[src/common/jtc_pkg.sv]
package jtc_pkg;
    localparam int IR_LEN = 10;
    localparam int ID_LEN = 32;
    localparam int CFG_LEN = 32;
    localparam int BSR_LEN = 12;
    localparam int TLR_ONES = 5;
    // Capture pattern; low two bits fixed at 01
    localparam logic [IR_LEN-1:0] IR_CAPTURE = 10'h011;
    // Opcodes arbitrary; only bypass all-ones is conventional
    localparam logic [IR_LEN-1:0] OP_EXTEST = 10'h3c0;
    localparam logic [IR_LEN-1:0] OP_SAMPLE = 10'h3c1;
    localparam logic [IR_LEN-1:0] OP_IDCODE = 10'h3c9;
    localparam logic [IR_LEN-1:0] OP_CFG = 10'h3c5;
    localparam logic [IR_LEN-1:0] OP_SELFTEST = 10'h3c7;
    localparam logic [IR_LEN-1:0] OP_BYPASS = 10'h3ff;
    localparam logic [IR_LEN-1:0] IR_RESET = OP_IDCODE;
    // Identity value arbitrary
    localparam logic [ID_LEN-1:0] ID_VALUE = 32'h0000_0001;
    localparam logic [CFG_LEN-1:0] CFG_RESET = 32'h0000_0000;
    localparam logic [BSR_LEN-1:0] BSR_RESET = 12'h000;

    typedef enum logic [3:0] {
        TLR, RTI, SEL_DR, CAP_DR, SH_DR, EX1_DR, PAU_DR, EX2_DR, UPD_DR,
        SEL_IR, CAP_IR, SH_IR, EX1_IR, PAU_IR, EX2_IR, UPD_IR
    } jtc_state_t;

    typedef enum logic [2:0] {
        SEL_BYP, SEL_ID, SEL_CFG, SEL_BSR
    } jtc_dr_sel_t;
endpackage

[src/common/jtc_pins_if.sv]
`timescale 1ns/1ns
interface jtc_pins_if;
    logic tck_rise;
    logic tck_fall;
    logic tms;
    logic tdi;
    modport sync (output tck_rise, output tck_fall, output tms, output tdi);
    modport core (input tck_rise, input tck_fall, input tms, input tdi);
endinterface

[src/jtc_pin_sync.sv]
`timescale 1ns/1ns
module jtc_pin_sync (
    input wire logic ref_clk,
    input wire logic reset_n,
    input wire logic tck,
    input wire logic tms,
    input wire logic tdi,
    jtc_pins_if.sync pins
);
    logic [2:0] s1_q;
    logic [2:0] s2_q;
    logic [2:0] s3_q;
    logic tck_q;
    logic tms_q;
    logic tdi_q;

    // Third stage agreeing with second marks a settled change
    always_ff @(posedge ref_clk or negedge reset_n) begin
        if (!reset_n) begin
            s1_q <= 3'h6;
            s2_q <= 3'h6;
            s3_q <= 3'h6;
        end else begin
            s1_q <= {tms, tdi, tck};
            s2_q <= s1_q;
            s3_q <= s2_q;
        end
    end

    always_ff @(posedge ref_clk or negedge reset_n) begin
        if (!reset_n) begin
            tck_q <= 1'b0;
            tms_q <= 1'b1;
            tdi_q <= 1'b1;
        end else begin
            if (s2_q[0] == s3_q[0]) begin
                tck_q <= s3_q[0];
            end
            if (s2_q[1] == s3_q[1]) begin
                tdi_q <= s3_q[1];
            end
            if (s2_q[2] == s3_q[2]) begin
                tms_q <= s3_q[2];
            end
        end
    end

    assign pins.tck_rise = (s2_q[0] == s3_q[0]) && s3_q[0] && !tck_q;
    assign pins.tck_fall = (s2_q[0] == s3_q[0]) && !s3_q[0] && tck_q;
    // TMS/TDI settle well before TCK rises, so the filtered value is current
    assign pins.tms = tms_q;
    assign pins.tdi = tdi_q;
endmodule

[src/jtc_tap.sv]
`timescale 1ns/1ns
// Function
// - Sixteen-state controller with separate instruction and data scan paths.
// - Serial input sampled into selected register on each rising test clock while shifting.
// - Input and output register chosen by state and current instruction.
// - Output changes on falling edges; driven only during shifting.
// - State changes only on rising edges, steered by sampled mode-select.
// - Reset state disables all test logic for normal operation.
// - Five rising edges with mode-select high reach reset from anywhere.
// - No dedicated test reset pin; only mode-select sequence or power-up.
// - Run-idle activates test logic only when instruction demands it.
// - Select-data: low enters data path, high goes to select-instruction.
// - Select-instruction: low enters instruction path, high returns to reset.
// - Capture-instruction loads fixed pattern ending in 01.
// - Shift-instruction shifts captured pattern out and new instruction in.
// - Exit1-instruction: low to pause, high to update.
// - Pause-instruction holds the shift register unchanged.
// - Exit2-instruction: low back to shift, high to update.
// - Update-instruction latches on falling edge; becomes current instruction.
// - Data and instruction paths each have seven alike states.
// - Boundary-scan, bypass, instruction register and decoder present.
// - 32-bit identification register and configuration register selectable.
// - Capture-data loads the register selected by current instruction.
// - Instruction scan shifts least significant bit first.
// - Instruction register is ten bits wide.
// - Power-up resets controller; reprogram input does not.
module jtc_tap (
    input wire logic ref_clk,
    input wire logic reset_n,
    input wire logic tck,
    input wire logic tms,
    input wire logic tdi,
    input wire logic program_n,
    input wire logic [jtc_pkg::BSR_LEN-1:0] bsr_pins_in,
    input wire logic [jtc_pkg::CFG_LEN-1:0] cfg_status_in,
    output logic tdo,
    output logic tdo_oe,
    output logic test_mode,
    output logic selftest_run,
    output logic [jtc_pkg::BSR_LEN-1:0] bsr_update,
    output logic [jtc_pkg::CFG_LEN-1:0] cfg_update,
    output logic [jtc_pkg::IR_LEN-1:0] cur_instr,
    output logic [3:0] tap_state
);
    jtc_pins_if pins();

    jtc_pin_sync u_sync (
        .ref_clk(ref_clk),
        .reset_n(reset_n),
        .tck(tck),
        .tms(tms),
        .tdi(tdi),
        .pins(pins)
    );

    jtc_pkg::jtc_state_t state_q;
    jtc_pkg::jtc_state_t state_d;
    jtc_pkg::jtc_dr_sel_t dr_sel;
    logic [jtc_pkg::IR_LEN-1:0] ir_sh_q;
    logic [jtc_pkg::IR_LEN-1:0] ir_q;
    logic byp_q;
    logic [jtc_pkg::ID_LEN-1:0] id_sh_q;
    logic [jtc_pkg::CFG_LEN-1:0] cfg_sh_q;
    logic [jtc_pkg::CFG_LEN-1:0] cfg_q;
    logic [jtc_pkg::BSR_LEN-1:0] bsr_sh_q;
    logic [jtc_pkg::BSR_LEN-1:0] bsr_q;
    logic tdo_q;
    logic tdo_oe_q;
    logic sel_out;
    logic shifting;

    // Program input deliberately unused: it must not reset the controller
    logic unused_program;
    assign unused_program = program_n;

    always_comb begin
        state_d = state_q;
        unique case (state_q)
            jtc_pkg::TLR: state_d = pins.tms ? jtc_pkg::TLR : jtc_pkg::RTI;
            jtc_pkg::RTI: state_d = pins.tms ? jtc_pkg::SEL_DR : jtc_pkg::RTI;
            jtc_pkg::SEL_DR: state_d = pins.tms ? jtc_pkg::SEL_IR : jtc_pkg::CAP_DR;
            jtc_pkg::CAP_DR: state_d = pins.tms ? jtc_pkg::EX1_DR : jtc_pkg::SH_DR;
            jtc_pkg::SH_DR: state_d = pins.tms ? jtc_pkg::EX1_DR : jtc_pkg::SH_DR;
            jtc_pkg::EX1_DR: state_d = pins.tms ? jtc_pkg::UPD_DR : jtc_pkg::PAU_DR;
            jtc_pkg::PAU_DR: state_d = pins.tms ? jtc_pkg::EX2_DR : jtc_pkg::PAU_DR;
            jtc_pkg::EX2_DR: state_d = pins.tms ? jtc_pkg::UPD_DR : jtc_pkg::SH_DR;
            jtc_pkg::UPD_DR: state_d = pins.tms ? jtc_pkg::SEL_DR : jtc_pkg::RTI;
            jtc_pkg::SEL_IR: state_d = pins.tms ? jtc_pkg::TLR : jtc_pkg::CAP_IR;
            jtc_pkg::CAP_IR: state_d = pins.tms ? jtc_pkg::EX1_IR : jtc_pkg::SH_IR;
            jtc_pkg::SH_IR: state_d = pins.tms ? jtc_pkg::EX1_IR : jtc_pkg::SH_IR;
            jtc_pkg::EX1_IR: state_d = pins.tms ? jtc_pkg::UPD_IR : jtc_pkg::PAU_IR;
            jtc_pkg::PAU_IR: state_d = pins.tms ? jtc_pkg::EX2_IR : jtc_pkg::PAU_IR;
            jtc_pkg::EX2_IR: state_d = pins.tms ? jtc_pkg::UPD_IR : jtc_pkg::SH_IR;
            jtc_pkg::UPD_IR: state_d = pins.tms ? jtc_pkg::SEL_DR : jtc_pkg::RTI;
        endcase
    end

    // Power-up reset only; five TMS-high edges land in TLR from any state
    always_ff @(posedge ref_clk or negedge reset_n) begin
        if (!reset_n) begin
            state_q <= jtc_pkg::TLR;
        end else if (pins.tck_rise) begin
            state_q <= state_d;
        end
    end

    // Decoder; unknown opcodes select bypass
    always_comb begin
        unique case (ir_q)
            jtc_pkg::OP_IDCODE: dr_sel = jtc_pkg::SEL_ID;
            jtc_pkg::OP_CFG: dr_sel = jtc_pkg::SEL_CFG;
            jtc_pkg::OP_EXTEST: dr_sel = jtc_pkg::SEL_BSR;
            jtc_pkg::OP_SAMPLE: dr_sel = jtc_pkg::SEL_BSR;
            default: dr_sel = jtc_pkg::SEL_BYP;
        endcase
    end

    // Instruction shift stages, LSB out first
    always_ff @(posedge ref_clk or negedge reset_n) begin
        if (!reset_n) begin
            ir_sh_q <= jtc_pkg::IR_CAPTURE;
        end else if (pins.tck_rise) begin
            if (state_q == jtc_pkg::CAP_IR) begin
                ir_sh_q <= jtc_pkg::IR_CAPTURE;
            end else if (state_q == jtc_pkg::SH_IR) begin
                ir_sh_q <= {pins.tdi, ir_sh_q[jtc_pkg::IR_LEN-1:1]};
            end
            // Pause and exits leave the stages untouched
        end
    end

    // Instruction latch bank; TLR forces the reset instruction
    always_ff @(posedge ref_clk or negedge reset_n) begin
        if (!reset_n) begin
            ir_q <= jtc_pkg::IR_RESET;
        end else if (state_q == jtc_pkg::TLR) begin
            ir_q <= jtc_pkg::IR_RESET;
        end else if (pins.tck_fall && state_q == jtc_pkg::UPD_IR) begin
            ir_q <= ir_sh_q;
        end
    end

    // Data registers: capture and shift gated by the decoder selection
    always_ff @(posedge ref_clk or negedge reset_n) begin
        if (!reset_n) begin
            byp_q <= 1'b0;
            id_sh_q <= jtc_pkg::ID_VALUE;
            cfg_sh_q <= jtc_pkg::CFG_RESET;
            bsr_sh_q <= jtc_pkg::BSR_RESET;
        end else if (pins.tck_rise) begin
            if (state_q == jtc_pkg::CAP_DR) begin
                unique case (dr_sel)
                    jtc_pkg::SEL_BYP: byp_q <= 1'b0;
                    jtc_pkg::SEL_ID: id_sh_q <= jtc_pkg::ID_VALUE;
                    jtc_pkg::SEL_CFG: cfg_sh_q <= cfg_status_in;
                    jtc_pkg::SEL_BSR: bsr_sh_q <= bsr_pins_in;
                    default: byp_q <= 1'b0;
                endcase
            end else if (state_q == jtc_pkg::SH_DR) begin
                unique case (dr_sel)
                    jtc_pkg::SEL_BYP: byp_q <= pins.tdi;
                    jtc_pkg::SEL_ID: id_sh_q <= {pins.tdi, id_sh_q[jtc_pkg::ID_LEN-1:1]};
                    jtc_pkg::SEL_CFG: cfg_sh_q <= {pins.tdi, cfg_sh_q[jtc_pkg::CFG_LEN-1:1]};
                    jtc_pkg::SEL_BSR: bsr_sh_q <= {pins.tdi, bsr_sh_q[jtc_pkg::BSR_LEN-1:1]};
                    default: byp_q <= pins.tdi;
                endcase
            end
        end
    end

    // Update latches open on the falling edge in update-data
    always_ff @(posedge ref_clk or negedge reset_n) begin
        if (!reset_n) begin
            bsr_q <= jtc_pkg::BSR_RESET;
            cfg_q <= jtc_pkg::CFG_RESET;
        end else if (state_q == jtc_pkg::TLR) begin
            bsr_q <= jtc_pkg::BSR_RESET;
        end else if (pins.tck_fall && state_q == jtc_pkg::UPD_DR) begin
            if (dr_sel == jtc_pkg::SEL_BSR) begin
                bsr_q <= bsr_sh_q;
            end
            if (dr_sel == jtc_pkg::SEL_CFG) begin
                cfg_q <= cfg_sh_q;
            end
        end
    end

    // Output mux by state and instruction
    always_comb begin
        sel_out = byp_q;
        if (state_q == jtc_pkg::SH_IR) begin
            sel_out = ir_sh_q[0];
        end else begin
            unique case (dr_sel)
                jtc_pkg::SEL_ID: sel_out = id_sh_q[0];
                jtc_pkg::SEL_CFG: sel_out = cfg_sh_q[0];
                jtc_pkg::SEL_BSR: sel_out = bsr_sh_q[0];
                default: sel_out = byp_q;
            endcase
        end
    end

    assign shifting = (state_q == jtc_pkg::SH_IR) || (state_q == jtc_pkg::SH_DR);

    // Retimed on falling edge so the master samples a stable bit on its rise
    always_ff @(posedge ref_clk or negedge reset_n) begin
        if (!reset_n) begin
            tdo_q <= 1'b0;
            tdo_oe_q <= 1'b0;
        end else if (pins.tck_fall) begin
            // Released line holds its last bit rather than toggling
            if (shifting) begin
                tdo_q <= sel_out;
            end
            tdo_oe_q <= shifting;
        end
    end

    assign tdo = tdo_q;
    assign tdo_oe = tdo_oe_q;
    assign test_mode = (state_q != jtc_pkg::TLR) && (ir_q == jtc_pkg::OP_EXTEST);
    assign selftest_run = (state_q == jtc_pkg::RTI) && (ir_q == jtc_pkg::OP_SELFTEST);
    assign bsr_update = bsr_q;
    assign cfg_update = cfg_q;
    assign cur_instr = ir_q;
    assign tap_state = state_q;
endmodule

[config.mk]
export PLATFORM = sky130hd
export DESIGN_NAME = jtc_tap
export DESIGN_NICKNAME = d
export VERILOG_FILES = /design/src/common/jtc_pkg.sv /design/src/common/jtc_pins_if.sv /design/src/jtc_pin_sync.sv /design/src/jtc_tap.sv
export SDC_FILE = /design/constraint.sdc
export NUM_CORES = 1
export LEC_CHECK = 0
export BUFFER_PORTS_ARGS = -buffer_cell sky130_fd_sc_hd__buf_2
export CAP_MARGIN = 20
export CORE_UTILIZATION = 30
export CTS_BUF_LIST = sky130_fd_sc_hd__clkbuf_16
export DETAILED_ROUTE_END_ITERATION = 8
export HOLD_SLACK_MARGIN = 0.05
export REMOVE_ABC_BUFFERS = 1
export SLEW_MARGIN = 20
export SYNTH_ARGS = -nofsm -noshare
export SYNTH_HDL_FRONTEND = slang
export SYNTH_HIERARCHICAL = 1
export SYNTH_SLANG_ARGS = --single-unit
[constraint.sdc]
create_clock -name ref_clk -period 3.2 [get_ports ref_clk]
set_input_delay 0.32 -clock ref_clk [delete_from_list [all_inputs] [get_ports ref_clk]]
set_output_delay 0.32 -clock ref_clk [all_outputs]
set_load 0.02 [all_outputs]
==> results.toml, run 1 <==
[cts]
clkSinkCount = 159
cts-root-buf = "clkbuf_16"
clockBufferDepth = 2
numCtsBuffers = 17
clk_latency_ns = 0.42
ctsResizeCount = 0
htree_levels = 4
tritoncts = "yes"
clk_pin_slew_ns = 0.07

[power_and_ir_drop]
p_seq_frac = 0.412
p_comb_frac = 0.173
clockPowerShare = 0.415
switchingPower_mw = 1.42
peakVddDrop_v = 0.000300
p_leak_nw = 4.48
internal_power_mw = 3.76
swShare = 0.275
power_density_nw_per_um2 = 593

[global_routing]
antenna_found_initial = 0
met2_usage = 0.189
grt_pass1_wl_mm = 23.1
met1_usage = 0.156
grt_max_degree = 79
grt_usage = 0.120
grt.overflow.total = 0
grt_pass1_vias = 4492
use_met3 = 0.0377
grt_most_used_layer = "met2"

[cells_and_area]
n_fill_cell = 2350
layout.nets = 735
seqCellArea_um2 = 4000
multi_input_area_um2 = 2900
mostFrequentLayoutCells = "dfrtp_1, mux2_2, buf_2, nand2_1, mux2i_1"
areaGrowthSynthToFinish_pct = 22.4
n_antenna_cell = 0
layout_commonest_cell = "dfrtp_1"
drive_above_1_share = 0.440

[yosys]
yosysUniqueCellTypes = 51
synth_seq_area_share = 0.560
synth_edf_count = 0
syn_inst = 568
synth_area_um2 = 7150
syn-mean-instance-area_um2 = 12.6
ys.flop_type = "dfrtp_1"
synth_seq_cells = 159
synthArstFlopShare = 1.00
ys_warn_count = 6

[detailed_routing]
routedWlPerCell_um = 13.9
drtIter0Drc = 196
vias = 4541
viasPerCell = 4.47
dr.pass1.iters = 4
drcViolationCount = 0
ant_nets = 0
wl_mm = 14.1

[sta]
fin_hold_ws_ns = 0.182
rsz0062_at_grt = "no"
clock_skew_ns = 0.0118
slew_viol_final = 0
fin_ws_ns = 0.658
finalCritPeriodShare = 0.794
worstMarginPinSlew_ns = 0.692
relSlewSlack = 0.538
hold_viol = 0
period_needed_ns = 2.54
max_freq_mhz = 393
setup_viol = 0

[die]
core-area_um2 = 23400
initial_core_util = 0.305
die_h_um = 156
dieArea_um2 = 24400
die_w_um = 156
rows = 56
io_pins = 112

[place]
gp_congestion = 0.724
pre_cts_ws_ns = 0.793
dpl.hpwl_mm = 9.01
port_buffers = 110

[critical_path]
cp-start-kind = "flop"
path_max_fanout = 3
crit_slowest_cell = "dfstp_2"
crit_path_cell_trace = "nand4bb_1 > or3_1 > nor4b_1 > buf_2"
max_stage_delay_ns = 0.55
path_class = "flop to primary output"
cp-end-kind = "primary output"
required_ns = 2.88
crit_arrival_ns = 2.22

[hold_path]
hp-class = "input pin to flop"

[flow_run]
drv_cap = 0

[run_status]
status = "finished clean"
==> sequential cells by signal, indices dropped and copies added, names as in the netlist, 3 cells and up <==
register     cells
tap_state        4
u_sync/s1_q      3
u_sync/s3_q      3
cfg_sh_q        32
u_sync/s2_q      3
ir_sh_q         10
cfg_update      32
id_sh_q         32
cur_instr       10
bsr_update      12
bsr_sh_q        12
==> area by class of cell <==
type | instances | area share
multi-input combinational | 356 | 0.332
clock buffer | 17 | 0.0486
timing repair buffer | 129 | 0.0854
tap | 319 | 0.0456
clock inverter | 15 | 0.0223
inverter | 20 | 0.00858
sequential | 159 | 0.457
==> layer usage <==
metal  up-vias  part of all wire
met1      2239              0.48
met3        10             0.049
li1       2203                 -
met2        89              0.46
met4         0            0.0099
met5         -                 0
==> critical path, delay by kind of cell (launching register included) <==
kind          cells  cell delay [ns]
simple gates      3             1.01
flops             1             0.55
buf+inv           1             0.24
==> cell families after synthesis <==
family	synth area share
buffers and inverters	0.0366
AO/OA/AOI/OAI	0.0387
multiplexers	0.251
adder cells (fa/ha/maj)	0.00665
flip-flops	0.560
AND/OR/NAND/NOR	0.107
==> synth_stat cells (6+ instances only) <==
library cell	number	area (um2)
dfrtp_1	142	3550
mux2_2	122	1370
nand2_1	56	210
mux2i_1	36	360
nor2b_1	34	213
o21ai_0	25	125
inv_1	20	75.1
dfstp_2	17	447
clkbuf_1	16	60.1
nor2_1	10	37.5
a21oi_1	9	45.0
buf_2	8	40.0
nand3_1	7	35.0
buf_6	6	67.6
==> path summary, 6_finish.rpt <==
check	from	to	slack, ns	depth (start not counted)
max in group asynchronous	reset_n	cfg_update[1]	1.89	3
min in group asynchronous	reset_n	cur_instr[5]	0.42	2
setup / recovery	cur_instr[6]	test_mode	0.66	4
hold / removal	cfg_status_in[31]	cfg_sh_q[31]	0.18	3
hold reg to reg	u_sync/s1_q[0]	u_sync/s2_q[0]	0.35	0
setup reg to reg	cur_instr[6]	cfg_update[13]	0.80	6
==> power by group through the flow <==
stage	clock network (mW)	logic [mW]	registers (mW)
2_1_floorplan	0	0.527	2.26
3_3_place_gp	0	0.902	2.17
3_5_place_dp	0	0.917	2.18
4_1_cts	2.21	0.923	2.14
5_1_grt	2.28	0.989	2.15
6_report	2.15	0.899	2.14
==> repair_timing <==
| item | 4_1_cts | 5_1_grt |
|---|---|---|
| setup endpoints to repair | 0 | 0 |
| hold buffers | 4 | 0 |
| hold endpoints to repair | 49 | 0 |
| setup buffers | 0 | 0 |
==> stage by stage <==
stage	utilization	total power, mW	setup TNS [ns]	instance area (um2)	instances
floorplan	-	2.79	-406.67	6960	535
global placement	0.345	3.08	0	8090	979
detailed placement	0.345	3.09	0	8090	979
CTS	0.374	5.27	0	8750	1015
global route	0.374	5.42	0	8750	1015
finish	0.374	5.19	0	8750	1015
Note: power is estimated with default switching activity, not from simulation.
==> run 2: changes to the inputs <==
- ABC_AREA: unset -> 1
- clock period: 3.2 -> 2.15 ns (I/O delays scaled with it)
==> run 2 against run 1 <==
Critical path type unchanged. Cell count rose by 18%. Critical endpoint unchanged. Combinational power rose by 21%. Sequential share of layout area rose by 0.16 points. Register-to-register slack got worse by 0.58 ns. Synthesized cell count rose by 31%.
==> results.toml, run 2 <==
[yosys]
yosys.area.top_type_share = 0.499
yosysUniqueCellTypes = 37
ys_warn_count = 6
synthArstFlopShare = 1.00
ys_top_cells_by_count = "nand2_1, dfrtp_1, inv_1"
synth_area_um2 = 7120
synth_seq_area_share = 0.561
synth_seq_cells = 159
syn-mean-instance-area_um2 = 9.59
yosysMostFrequentCell = "nand2_1"
yosys-top-cells-area = "dfrtp_1, nand2_1, dfstp_2"
syn_inst = 743
synth_edf_count = 0
ys.flop_type = "dfrtp_1"
yosysTopAreaCell = "dfrtp_1"

[cts]
htree_levels = 4
numCtsBuffers = 17
tritoncts = "yes"
cts_setup_buffers = 0
clkSinkCount = 159
clk_pin_slew_ns = 0.07
clockBufferDepth = 2
cts-root-buf = "clkbuf_16"
clk_latency_ns = 0.43

[global_routing]
met1_usage = 0.181
use_met3 = 0.0492
grt_max_degree = 101
grt_most_used_layer = "met2"
met2_usage = 0.213
grt.overflow.total = 0
grt_usage = 0.138
grt_pass1_wl_mm = 26.5
grt_pass1_vias = 5154
antenna_found_initial = 2

[cells_and_area]
layout.nets = 917
areaGrowthSynthToFinish_pct = 22.3
layout_commonest_cell = "nand2_1"
n_fill_cell = 2425
instances_no_fill = 1198
mostFrequentLayoutCells = "nand2_1, dfrtp_1, buf_2, inv_1, o21ai_0"
drive_above_1_share = 0.282

[detailed_routing]
viasPerCell = 4.42
routedWlPerCell_um = 13.1
wl_mm = 15.7
dr.pass1.iters = 4
drcViolationCount = 0
ant_nets = 0
drtIter0Drc = 205
vias = 5292

[critical_path]
path_max_fanout = 4
r2r_start = "cur_instr[9]"
cp-end-kind = "primary output"
crit_slowest_cell = "dfstp_2"
max_stage_delay_ns = 0.55
ff2ff_setup_slack_ns = 0.22
ff2ff_path_depth = 9
r2r-end = "cfg_sh_q[23]"
required_ns = 1.93
cp-start-kind = "flop"
crit_path_cell_trace = "nand2_1 > nor2_2 > nand3_4 > buf_4 > nor3_1 > buf_2"
crit_path_end = "test_mode"
critical-path-top-delay-family = "flip-flops"
crit_buf_inv = 2
startpoint = "cur_instr[7]"
path_class = "flop to primary output"
path_depth = 6
crit_arrival_ns = 1.81

[sta]
setup_viol = 0
max_freq_mhz = 493
worstMarginPinSlew_ns = 0.777
slew_viol_final = 0
hold_viol = 0
relSlewSlack = 0.482
finalCritPeriodShare = 0.943
period_needed_ns = 2.03
clock_skew_ns = 0.0145

[place]
dpl.hpwl_mm = 10.5
port_buffers = 110
gp_congestion = 0.840
placedCellCount = 1155

[run_status]
status = "finished clean"

[die]
io_pins = 112
die_w_um = 156
dieArea_um2 = 24400
initial_core_util = 0.304
core-area_um2 = 23400
die_h_um = 156
rows = 56

[power_and_ir_drop]
power_density_nw_per_um2 = 830
peakVddDrop_v = 0.000462
p_leak_nw = 4.75
finalPower_mw = 7.24

[flow_run]
drv_cap = 0

[hold_path]
hp-class = "input pin to flop"
-- run 2: cell families (layout without fill, tap and decap cells) --
kind of cell	after synthesis	count (layout)	synth area share
compound gates	139	139	0.119
fa+ha+maj	2	2	0.00351
buf+inv	113	248	0.0799
flops	159	159	0.561
mux	31	31	0.0548
other cells	0	1	0
simple gates	299	299	0.181
-- run 2: metrics by stage --
stage / hold slack, ns / setup WS [ns] / setup TNS (ns) / cell area, um2 / util
after floorplan: -0.0806 / -2.02 / -140.26 / 6850 / -
after global placement: 0.219 / 0.177 / 0 / 8000 / 0.342
after detailed placement: 0.218 / 0.162 / 0 / 8000 / 0.342
after CTS: 0.0500 / 0.0537 / 0 / 8700 / 0.372
after global routing: 0.0720 / -0.00122 / -0.00122 / 8710 / 0.372
final: 0.0648 / 0.123 / 0 / 8720 / 0.372
-- run 2: area by class of cell --
type	instances	area, um2	share of cell area
clock buffers	17	425	0.0488
flip-flops and latches	159	4000	0.459
inverters	79	299	0.0343
well taps	319	399	0.0458
multi-input cells	471	2590	0.297
clock inverters	15	165	0.0189
repair buffers	137	835	0.0958
diodes	1	2.50	0.000287
-- run 2: layer usage --
| metal | up-vias | part of all wire | wire length [um] |
|---|---|---|---|
| li1 | 2656 | - | - |
| met1 | 2500 | 0.46 | 7280 |
| met2 | 120 | 0.46 | 7160 |
| met3 | 14 | 0.065 | 1020 |
| met4 | 2 | 0.012 | 186 |
| met5 | - | 0.00083 | 13 |
-- run 2: worst min-delay path by stage --
stage                            from      endpoint  slack [ns]  depth (start not counted)
global route        cfg_status_in[28]  cfg_sh_q[28]        0.07                          3
CTS                 cfg_status_in[25]  cfg_sh_q[25]        0.05                          3
global placement              reset_n  tap_state[3]        0.22                          1
finish              cfg_status_in[25]  cfg_sh_q[25]        0.06                          3
detailed placement            reset_n  tap_state[3]        0.22                          1
floorplan                     reset_n   bsr_sh_q[0]       -0.08                          0
-- run 2: power breakdown --
| part | leakage, nW | switching [mW] | internal, mW | total [mW] |
|---|---|---|---|---|
| Combinational | 2.54 | 0.749 | 0.338 | 1.09 |
| Clock | 0.287 | 1.42 | 1.56 | 2.99 |
| Sequential | 1.92 | 0.0661 | 3.10 | 3.16 |
| Total | 4.75 | 2.24 | 5.00 | 7.24 |
-- run 2: worst reg2reg max path: cells and delay by family (launching register included) --
family                 cells  cell delay, ns
and+or+nand+nor            6            0.83
DFF                        1            0.56
buffers and inverters      2            0.32
AOI/OAI and AO/OA          1            0.07
-- run 2: timing repair --
item	CTS	global route
hold buffers	10	0
gates resized for setup	2	3
setup endpoints to repair	1	1
endpoints found under the hold margin	50	0
==> run 3: changes to the inputs <==
- clock period: 2.15 -> 2.3 ns (I/O delays scaled with it)
==> run 3 against run 2 <==
Via count decreased by 1.2%. Sequential share of layout area increased by 0.39 points. Largest power group is now the clock network. Die area stayed put. Count of clock-buffer cells in the layout did not move. Critical path depth is the same. Largest cell class unchanged. Cell count fell by 0.83%. Sequential power fell by 6%. Register-to-register slack better by 0.06 ns.
==> results.toml, run 3 (synthesized netlist as in run 2, its figures left out) <==
[detailed_routing]
viasPerCell = 4.40
drtIter0Drc = 333
vias = 5227
wl_mm = 15.4
routedWlPerCell_um = 13.0
dr.pass1.iters = 6
ant_nets = 0
drcViolationCount = 0

[place]
port_buffers = 110
gp_congestion = 0.875
dpl.hpwl_mm = 10.1
placedCellCount = 1151
pre_cts_ws_ns = 0.304

[power_and_ir_drop]
clockPowerShare = 0.430
p_seq_frac = 0.430
p_comb_frac = 0.140
internal_power_mw = 4.85
switchingPower_mw = 2.06
finalPower_mw = 6.92
power_density_nw_per_um2 = 801
swShare = 0.298
peakVddDrop_v = 0.000495
p_leak_nw = 4.72

[cells_and_area]
drive_above_1_share = 0.278
instances_no_fill = 1188
mostFrequentLayoutCells = "nand2_1, dfrtp_1, buf_2, inv_1, o21ai_0"
n_fill_cell = 2417
layout_commonest_cell = "nand2_1"
n_antenna_cell = 0
areaGrowthSynthToFinish_pct = 21.3
layout.nets = 908

[cts]
clk_latency_ns = 0.42
clk_pin_slew_ns = 0.07
clockBufferDepth = 2
htree_levels = 4
numCtsBuffers = 17
cts_setup_buffers = 0
clkSinkCount = 159
tritoncts = "yes"
cts-root-buf = "clkbuf_16"

[global_routing]
antenna_found_initial = 3
grt.overflow.total = 0
grt_pass1_vias = 5135
grt_usage = 0.134
grt_max_degree = 101
grt_pass1_wl_mm = 25.7

[critical_path]
cp-start-kind = "flop"
crit_path_cell_trace = "nand2_1 > nor2_2 > nand3_1 > buf_4 > nor3_1 > buf_2"
path_class = "flop to primary output"
crit_buf_inv = 2
path_max_fanout = 4
max_stage_delay_ns = 0.57
crit_arrival_ns = 1.93
cp-end-kind = "primary output"
required_ns = 2.07
crit_slowest_cell = "dfstp_2"
critical-path-top-delay-family = "flip-flops"

[hold_path]
hp-class = "input pin to flop"

[sta]
fin_ws_ns = 0.140
hold_viol = 0
worstMarginPinSlew_ns = 0.794
setup_viol = 0
finalCritPeriodShare = 0.939
period_needed_ns = 2.16
relSlewSlack = 0.471
max_freq_mhz = 463
clock_skew_ns = 0.0101
slew_viol_final = 0

[die]
dieArea_um2 = 24400
die_w_um = 156
rows = 56
core-area_um2 = 23400
initial_core_util = 0.304
die_h_um = 156
io_pins = 112

[run_status]
status = "finished clean"

[flow_run]
drv_cap = 0
-- run 3: changes by cell type in the layout (fill, tap and decap cells not counted), sizes merged --
cell / change
diode: -1
bufinv: +2
buf: -4
inv: +1
dlygate4sd3: -5
clkinvlp: +1
clkinv: -4
-- run 3: power by group through the flow --
stage / Clock [mW] / Combinational, mW / Sequential [mW]
floorplan: 0 / 0.549 / 3.04
global placement: 0 / 0.971 / 3.02
detailed placement: 0 / 0.972 / 3.02
CTS: 3.08 / 0.983 / 2.97
global route: 3.18 / 1.09 / 2.99
finish: 2.98 / 0.969 / 2.97
-- run 3: per-layer routing --
| layer | track usage | wire [um] | vias up | part of all wire |
|---|---|---|---|---|
| met5 | 0 | 27 | - | 0.0018 |
| met4 | 0.0458 | 171 | 4 | 0.011 |
| met3 | 0.0472 | 1010 | 15 | 0.066 |
| met2 | 0.206 | 6800 | 129 | 0.44 |
| met1 | 0.175 | 7380 | 2435 | 0.48 |
| li1 | - | - | 2644 | - |
-- run 3: what timing repair did --
item,CTS,global route
setup endpoints to repair,0,1
hold endpoints to repair,44,0
hold buffers,5,0
resized for setup,0,1
-- run 3: area by class of cell --
type | instances | area [um2] | share of cell area
sequential | 159 | 4000 | 0.463
multi-input combinational | 471 | 2570 | 0.297
timing repair buffer | 128 | 754 | 0.0873
clock buffer | 17 | 425 | 0.0492
tap | 319 | 399 | 0.0462
inverter | 79 | 299 | 0.0346
clock inverter | 15 | 194 | 0.0224
-- run 3: worst paths after layout --
kind / startpoint / endpoint / slack, ns / cells past startpoint
max reg2reg: tap_state[0] / cfg_sh_q[2] / 0.28 / 8
max in group asynchronous: reset_n / cur_instr[7] / 1.23 / 3
min in group asynchronous: reset_n / tap_state[2] / 0.32 / 2
min: cfg_status_in[21] / cfg_sh_q[21] / 0.07 / 3
max: cur_instr[9] / test_mode / 0.14 / 6
min reg2reg: u_sync/s1_q[0] / u_sync/s2_q[0] / 0.34 / 0
-- run 3: worst min-delay path: stages --
cell and delay (ns):
buf_2 0.07, mux2i_1 0.06, o21ai_2 0.10
-- run 3: metrics by stage --
| stage | TNS [ns] | util | hold slack, ns | instance area (um2) |
|---|---|---|---|---|
| after detailed placement | 0 | 0.341 | 0.231 | 7970 |
| after global routing | -0.0171 | 0.369 | 0.0700 | 8640 |
| after floorplan | -128.41 | - | -0.0656 | 6850 |
| after CTS | 0 | 0.369 | 0.0531 | 8640 |
| after global placement | 0 | 0.341 | 0.236 | 7970 |
| final | 0 | 0.369 | 0.0717 | 8640 |
